## src/hw/sdo_cfg.svh

```systemverilog
// Offsets, field positions and reset values of the slot output block.
// Included by the design modules; definitions only.
`ifndef SDO_CFG_SVH
`define SDO_CFG_SVH
`define SDO_IDX_SLOT_SEL      16'h217F
`define SDO_IDX_PORT_BASE     16'h2180
`define SDO_IDX_CYC_BASE      16'h7000
`define SDO_SUB_SLOT_SEL      8'h01
`define SDO_SUB_READBACK      8'h01
`define SDO_SUB_FAILSAFE      8'h02
`define SDO_SUB_CYC_FIRST     8'h01
`define SDO_SLOT_SEL_MAX      8'h07
`define SDO_SLOT_DIGIT_LSB    4
`define SDO_RST_OUT           8'h00
`define SDO_RST_FSV           8'h00
`define SDO_RST_SLOT          8'h00
`endif

```

## src/hw/sdo_pkg.sv

```systemverilog
// Types of the slot digital output block.
// Assumes sdo_cfg.svh alongside.
package sdo_pkg;
    typedef enum logic [2:0] {
        SDO_ST_INIT   = 3'b001,
        SDO_ST_PREOP  = 3'b010,
        SDO_ST_OP     = 3'b100
    } sdo_state_t;
    typedef logic [7:0] sdo_byte_t;
endpackage

```

## src/hw/sdo_port_if.sv

```systemverilog
// Interface between the object decoder and the port bank.
// Assumes a single clock domain.
interface sdo_port_if #(parameter int PORTS = 4);
    logic [PORTS-1:0]   out_we;
    logic [PORTS-1:0]   fsv_we;
    logic [7:0]         wdata;
    logic               trip;
    logic [8*PORTS-1:0] out_q;
    logic [8*PORTS-1:0] fsv_q;
    logic [8*PORTS-1:0] pin_q;
    modport ctl  (output out_we, fsv_we, wdata, trip, input out_q, fsv_q, pin_q);
    modport bank (input out_we, fsv_we, wdata, trip, output out_q, fsv_q, pin_q);
endinterface

```

## src/hw/sdo_port_bank.sv

```systemverilog
// Output and fail-safe bytes for all ports, and the channel drive.
// Assumes write strobes are one-cycle pulses from the decoder.
`include "sdo_cfg.svh"
module sdo_port_bank #(
    parameter int PORTS = 4
) (
    input  wire logic clk,
    input  wire logic rst,
    sdo_port_if.bank  pif
);
    logic [8*PORTS-1:0] out_r, next_out;
    logic [8*PORTS-1:0] fsv_r, next_fsv;
    logic [8*PORTS-1:0] pin_r, next_pin;
    logic               held, next_held;

    // ----------------------------------------
    // Next values
    // ----------------------------------------
    always_comb begin
        next_out  = out_r;
        next_fsv  = fsv_r;
        next_held = held;
        for (int p = 0; p < PORTS; p++) begin
            // Port p byte drives channels 8p+7..8p
            if (pif.out_we[p]) begin
                next_out[8*p +: 8] = pif.wdata;
            end
            if (pif.fsv_we[p]) begin
                next_fsv[8*p +: 8] = pif.wdata; // bit7 = local ch7
            end
        end
        if (pif.trip) begin
            next_held = 1'b1;
        end else if (|pif.out_we) begin
            next_held = 1'b0; // Fresh cyclic data releases the hold
        end
        // Trip forces ones, zero bits keep last level
        next_pin = next_held ? (next_out | next_fsv) : next_out; // 1 high, 0 low
    end

    // ----------------------------------------
    // Registers
    // ----------------------------------------
    always_ff @(posedge clk or posedge rst) begin
        if (rst) begin
            out_r <= {PORTS{`SDO_RST_OUT}};
            fsv_r <= {PORTS{`SDO_RST_FSV}};
            pin_r <= '0;
            held  <= 1'b0;
        end else begin
            out_r <= next_out;
            fsv_r <= next_fsv;
            pin_r <= next_pin;
            held  <= next_held;
        end
    end

    assign pif.out_q = out_r;
    assign pif.fsv_q = fsv_r;
    assign pif.pin_q = pin_r;
endmodule

```

## src/hw/sdo_slot_output.sv

```systemverilog
// Top of the slot digital output block: object dictionary access and channel outputs.
// Assumes the fieldbus core presents decoded object accesses synchronous to clk.
//
// Behaviour
// - Thirty-two channels organised as four ports of eight channels each.
// - Cyclic output bytes at sub-indices 01h-04h, write only, only when operational.
// - First port byte: bit 7 drives channel 7, bit 0 channel 0.
// - Last port byte: bit 7 drives channel 31, bit 0 channel 24.
// - Bit one drives channel high, bit zero drives it low.
// - Slots numbered 00h leftmost to 07h rightmost.
// - Slot select at 217Fh:01h, read-write, 0-7, pre-operational or operational.
// - Port output readback at 2180h+port sub-index 01h, read only.
// - Fail-safe byte at sub-index 02h; enabled watchdog trip applies fail-safe levels.
// - Fail-safe bit one forces channel high; zero disables forcing.
// - Fail-safe byte bit 7 is local channel 7, bit 0 channel 0.
`include "sdo_cfg.svh"
module sdo_slot_output #(
    parameter int        PORTS   = 4,
    parameter logic [7:0] MY_SLOT = 8'h00
) (
    input  wire logic          clk,
    input  wire logic          rst,
    input  wire logic          state_preop,
    input  wire logic          state_op,
    input  wire logic          cyc_wr,
    input  wire logic [15:0]   cyc_index,
    input  wire logic [7:0]    cyc_sub,
    input  wire logic [7:0]    cyc_data,
    input  wire logic          acy_req,
    input  wire logic          acy_we,
    input  wire logic [15:0]   acy_index,
    input  wire logic [7:0]    acy_sub,
    input  wire logic [7:0]    acy_wdata,
    input  wire logic          wdog_enable,
    input  wire logic          wdog_expired,
    output logic               acy_ack,
    output logic               acy_err,
    output logic [7:0]         acy_rdata,
    output logic [7:0]         slot_select,
    output logic               fail_safe_active,
    output logic [8*PORTS-1:0] chan_out
);
    // ----------------------------------------
    // Parameter checks
    // ----------------------------------------
    if (PORTS < 1 || PORTS > 8) begin : g_bad_ports
        $error("PORTS must be 1 to 8");
    end
    if (MY_SLOT > `SDO_SLOT_SEL_MAX) begin : g_bad_slot
        $error("MY_SLOT must be 0 to 7");
    end

    // ----------------------------------------
    // Port bank
    // ----------------------------------------
    sdo_port_if #(.PORTS(PORTS)) pif ();

    sdo_port_bank #(.PORTS(PORTS)) u_bank (
        .clk (clk),
        .rst (rst),
        .pif (pif)
    );

    // ----------------------------------------
    // Operating state
    // ----------------------------------------
    sdo_pkg::sdo_state_t cur_state;
    logic [7:0]          next_slot;
    logic                next_ack, next_err;
    logic [7:0]          next_rdata;
    logic                next_fs;
    logic [PORTS-1:0]    out_we, fsv_we;
    logic                wr_any;
    logic [7:0]          wdata;
    logic                cyc_open, acy_open;

    always_comb begin
        if (state_op) begin
            cur_state = sdo_pkg::SDO_ST_OP;
        end else if (state_preop) begin
            cur_state = sdo_pkg::SDO_ST_PREOP;
        end else begin
            cur_state = sdo_pkg::SDO_ST_INIT;
        end
    end

    // Which kinds of access each state admits
    always_comb begin
        cyc_open = 1'b0;
        acy_open = 1'b0;
        unique case (cur_state)
            sdo_pkg::SDO_ST_OP: begin
                cyc_open = 1'b1;
                acy_open = 1'b1;
            end
            sdo_pkg::SDO_ST_PREOP: begin
                acy_open = 1'b1;
            end
            sdo_pkg::SDO_ST_INIT: begin
                acy_open = 1'b0;
            end
        endcase
    end

    // ----------------------------------------
    // Object helpers
    // ----------------------------------------
    // Port number of a 2180h-based index, or PORTS when not a port object
    function automatic int port_of(input logic [15:0] idx);
        int r;
        r = PORTS;
        for (int p = 0; p < PORTS; p++) begin
            if (idx == `SDO_IDX_PORT_BASE + 16'(p)) begin
                r = p;
            end
        end
        return r;
    endfunction

    // Port number of a cyclic sub-index, or PORTS when out of range
    function automatic int cyc_port_of(input logic [7:0] sub);
        int r;
        r = PORTS;
        for (int p = 0; p < PORTS; p++) begin
            if (sub == `SDO_SUB_CYC_FIRST + 8'(p)) begin
                r = p;
            end
        end
        return r;
    endfunction

    // ----------------------------------------
    // Cyclic and acyclic decode
    // ----------------------------------------
    always_comb begin
        int pa;
        int pc;
        logic [15:0] my_cyc;
        pa         = port_of(acy_index);
        pc         = cyc_port_of(cyc_sub);
        // Own cyclic object index: slot in the x digit
        my_cyc     = `SDO_IDX_CYC_BASE | (16'(MY_SLOT[3:0]) << `SDO_SLOT_DIGIT_LSB);
        out_we     = '0;
        fsv_we     = '0;
        wdata      = acy_wdata;
        next_slot  = slot_select;
        next_ack   = 1'b0;
        next_err   = 1'b0;
        next_rdata = 8'h00;
        // Cyclic bytes accepted only when operational
        if (cyc_wr && cyc_open && cyc_index == my_cyc && pc < PORTS) begin
            out_we[pc] = 1'b1;
            wdata      = cyc_data;
        end else if (acy_req) begin
            next_ack = 1'b1;
            if (!acy_open) begin
                next_err = 1'b1;
            end else if (acy_index == `SDO_IDX_SLOT_SEL && acy_sub == `SDO_SUB_SLOT_SEL) begin
                // Slot select, range 0-7
                if (!acy_we) begin
                    next_rdata = slot_select;
                end else if (acy_wdata <= `SDO_SLOT_SEL_MAX) begin
                    next_slot = acy_wdata;
                end else begin
                    next_err = 1'b1;
                end
            end else if (pa < PORTS && slot_select == MY_SLOT) begin
                if (acy_sub == `SDO_SUB_READBACK) begin
                    // Readback is read only
                    next_err   = acy_we;
                    next_rdata = acy_we ? 8'h00 : pif.out_q[8*pa +: 8];
                end else if (acy_sub == `SDO_SUB_FAILSAFE) begin
                    // Fail-safe byte per port
                    if (acy_we) begin
                        fsv_we[pa] = 1'b1;
                    end else begin
                        next_rdata = pif.fsv_q[8*pa +: 8];
                    end
                end else begin
                    next_err = 1'b1;
                end
            end else begin
                next_err = 1'b1;
            end
        end
        wr_any  = |out_we;
        // Trip only when the watchdog is enabled
        next_fs = (wdog_enable && wdog_expired) ? 1'b1 : (wr_any ? 1'b0 : fail_safe_active);
    end

    // ----------------------------------------
    // Bank strobes
    // ----------------------------------------
    assign pif.out_we = out_we;
    assign pif.fsv_we = fsv_we;
    assign pif.wdata  = wdata;
    assign pif.trip   = wdog_enable && wdog_expired;

    // ----------------------------------------
    // Registers
    // ----------------------------------------
    always_ff @(posedge clk or posedge rst) begin
        if (rst) begin
            slot_select      <= `SDO_RST_SLOT;
            acy_ack          <= 1'b0;
            acy_err          <= 1'b0;
            acy_rdata        <= 8'h00;
            fail_safe_active <= 1'b0;
        end else begin
            slot_select      <= next_slot;
            acy_ack          <= next_ack;
            acy_err          <= next_err;
            acy_rdata        <= next_rdata;
            fail_safe_active <= next_fs;
        end
    end

    // ----------------------------------------
    // Channel outputs
    // ----------------------------------------
    // Channel levels, 1 high and 0 low
    assign chan_out = pif.pin_q;
endmodule

```

## config.mk

```make
export PLATFORM = sky130hd
export DESIGN_NAME = sdo_slot_output
export DESIGN_NICKNAME = d
export VERILOG_FILES = /design/src/hw/sdo_pkg.sv /design/src/hw/sdo_port_if.sv /design/src/hw/sdo_port_bank.sv /design/src/hw/sdo_slot_output.sv
export VERILOG_INCLUDE_DIRS = /design/src /design/src/hw
export SDC_FILE = /design/constraint.sdc
export NUM_CORES = 1
export LEC_CHECK = 0
export ABC_AREA = 1
export BUFFER_PORTS_ARGS = -buffer_cell sky130_fd_sc_hd__buf_2
export CORE_MARGIN = 4
export CORE_UTILIZATION = 39
export CTS_BUF_LIST = sky130_fd_sc_hd__clkbuf_16
export DETAILED_ROUTE_END_ITERATION = 8
export SLEW_MARGIN = 20
export SYNTH_ARGS = -nofsm -noshare
export SYNTH_HDL_FRONTEND = slang
export SYNTH_SLANG_ARGS = --single-unit
```

## constraint.sdc

```tcl
create_clock -name clk -period 4.4 [get_ports clk]
set_input_delay 0.88 -clock clk [delete_from_list [all_inputs] [get_ports clk]]
set_output_delay 0.88 -clock clk [all_outputs]
set_load 0.01 [all_outputs]
```

==> impl_results.md <==
* WP data required at around 4.7 ns
* Gp weighted congestion at 0.887
* Final min period at 2.67 ns
* Simple-gate area share of the yosys netlist at 0.361
* Total power at 2440 uW
* ANT nets after route at 0
* Unrepaired setup endpoints after global routing: no
* Avg Synthesized Cell Area at 7.63 um2
* Register area share after synthesis at 0.494
* Synth async-reset ratio at 1.00
* Status: completed
* XOR/XNOR Fraction of Synth Area at 0
* Yosys reg bits at 116
* Top post-synthesis cells by count: 298 x nand2_1, 116 x dfrtp_1, 93 x inv_1
* Starting density of the core at 0.401
* Worst reg2reg setup slack at around 2.3 ns
* Syn Inst Count at 770
* Pins over their slew limit at 0
* Hold EP: u_bank.pif.fsv_q[20]
* Area contributors post-synth: dfrtp_1 49%, nand2_1 19%, nand3_1 6.5%, inv_1 5.9%, o21ai_0 3.1%
* Register area at 0.00290 mm2
* Worst path max stage delay at ~0.64 ns
* EDFF count, synth at 0
* Max-cap viol count at 0
* Routed WL at 17.0 mm
* Critical Path Sink Type: register
* Critical-path cell list: buf_2, nor2_1, nand4_1, inv_1, nand2_1, nor4_1, nor2_1
* Average wire per standard cell at 15.6 um
* DRC violations left at 0
* Drt pass-1 iters at 5
* Total CTS buffers at 17
* Largest family of logic cells by synthesized area: simple AND/OR/NAND/NOR gates
* Fmax at 0.375 GHz
* Clk Latency, worst-skew pair at between 0.4 and 0.5 ns
* R2R Path Start: slot_select[6]
* Pwr dens at approximately 340 mW/mm2
* Critical Path Source Type: input pin
* Endpoints failing hold at 0
* Die height at between 100 and 150 um
* Non-filler cells, final at 1,094
* Crit path kind: in -> reg
* Nets at 970
* Post-route setup TNS at 0 ns
* Post-synth top area share at 0.494
* Area delta synth->final at 22.4%
* Multi-input gate area at 0.00249 mm2
* Hold WS at 0.491 ns
* CTS HTree Levels at 4
* Post-cts gate resize count at 0
* Clk sinks at between 100 and 150
* Yosys warning count at 0
* Antenna diode count at 0
* WHS Path Cells at 2
* Post-Synth Adder-Cell Area at 0
* Max Clock Skew at between 0.009 and 0.01 ns
* Most used cell, CP: nor2_1
* Largest net degree at the start of global routing at 44
* Ys flop type: dfrtp_1
* Initial antenna violation count at 0
* Crit-path slowest cell: nor4_1
* Cell with the most instances after synthesis: nand2_1
* Compound-Gate Fraction of Synth Area at 0.0620
* Vias per inst at 4.92
* Cell family with most CP delay: simple AND/OR/NAND/NOR gates
* Placed cell count at 1,062
* Reg2Reg Depth at 10
* Crit share post-route at 0.606
* Initial drt markers at 494
* GRT Residual Overflow at 0
* Root Buffer: clkbuf_16
* Post-CTS Setup Bufs at 0
* Number of global-route vias before repair at 5,265
* CTS tree: yes
* Max transition margin at 0.375
* Area leader, netlist: dfrtp_1
* Area of the die at 0.0171 mm2
* Hold Path Origin: u_bank.pif.fsv_q[20]
* Critical Path Fanout Max at 12
* Crit path buf inv count at 2
* Worst slew pin tran at 0.928 ns
* Hold buffer count at cts at 0
* Arrival @ worst endpoint at 2.93 ns
* Leakage at between 0.003 and 0.004 uW
* Total core area at 0.0146 mm2
* Clock Path Buffers at 2
* Reg clk slew, reported paths at 0.05 ns
* Overall Global Routing Usage at 0.212
* Total number of vias at 5,387
* Worst r2r dst: u_bank.pif.pin_q[20]
* Mux cell area share after synthesis at 0
* IO Count at 124
* Final setup viols at 0
* First-pass GRT wire length at between 20 and 30 mm
* Die Wd at roughly 130 um
* Share of layout cells above drive strength 1 at 0.211
* Input/output buffers at 123
* DP HPWL at around 12 mm
* HP Class: reg -> reg
* Syn Std Cell Area at between 0.005 and 0.006 mm2
* Syn nets at 843
* Yosys cell types at 31
* Fill cell count at 1,459
* Maximum VDD drop at 257 uV
* Std cell rows at 44
stage by stage:
stage | setup slack [ns] | area [um2] | util
floorplan | 0.448 | 5870 | -
CTS | 1.75 | 7190 | 0.491
detailed placement | 1.31 | 6650 | 0.454
global placement | 1.33 | 6650 | 0.454
finish | 1.73 | 7190 | 0.491
global route | 1.47 | 7190 | 0.491
cells by family (layout without fill, tap and decap cells):
kind of cell           Yosys count  in the layout
AOI/OAI and AO/OA               65             65
DFF                            116            116
buffers and inverters          119            259
and+or+nand+nor                470            470
final cells by class:
class,instances,share of cell area
timing repair buffer,128,0.0908
clock buffer,17,0.0592
tap,184,0.0320
clock inverter,15,0.0164
multi-input combinational,535,0.346
inverter,99,0.0520
sequential,116,0.404
worst max-delay path by stage:
| stage | start | end | cells past startpoint |
|---|---|---|---|
| 4_1_cts | acy_sub[3] | slot_select[6] | 7 |
| 3_3_place_gp | acy_index[7] | u_bank.pif.pin_q[20] | 16 |
| 3_5_place_dp | cyc_index[7] | u_bank.pif.pin_q[15] | 10 |
| 6_report | acy_sub[7] | slot_select[6] | 7 |
| 5_1_grt | cyc_index[7] | u_bank.pif.pin_q[8] | 10 |
| 2_1_floorplan | rst | acy_ack | 1 |
cell usage in the layout (no fill, tap or decap), types with 4 or more instances in the layout:
cell	netlist	routed
nand2_1	298	298
buf_2	11	123
dfrtp_1	116	116
inv_1	93	93
nand3_1	76	76
nor2_1	45	45
o21ai_0	36	36
clkbuf_16	0	17
nand4_1	11	11
a21oi_1	11	11
a21boi_0	7	7
nor3_1	6	6
nor2_2	5	5
nand2_2	5	5
inv_2	5	5
nand2_4	5	5
clkinv_2	0	5
clkinvlp_4	0	5
buf_4	6	5
nor2_8	4	4
flip-flops by register name, summed over array words and instances (netlist names):
signal / flops
u_bank.pif.pin_q: 32
u_bank.pif.out_q: 32
acy_rdata: 8
u_bank.held: 1
u_bank.pif.fsv_q: 32
slot_select: 8
acy_ack: 1
fail_safe_active: 1
acy_err: 1
power breakdown:
group          internal (uW)  leakage, uW  switching [uW]
combinational           35.4      0.00232            75.0
sequential              1070      0.00141           0.209
clock                    765     0.000259             496
total                   1870      0.00399             572
worst min-delay path: cells and delay by family, from the launching register on:
family / cells / cell delay, ns
AND/OR/NAND/NOR: 2 / 0.12
flip-flops: 1 / 0.33
layer usage:
| metal | track usage | part of all wire | up-vias | routed length, um |
|---|---|---|---|---|
| met5 | 0 | 0 | - | 0 |
| met4 | 0.0841 | 0.027 | 0 | 458 |
| met3 | 0.0528 | 0.074 | 37 | 1250 |
| met2 | 0.329 | 0.46 | 194 | 7780 |
| met1 | 0.286 | 0.44 | 2484 | 7560 |
| li1 | - | - | 2672 | - |
No activity file was read; power rests on OpenSTA's default activity.
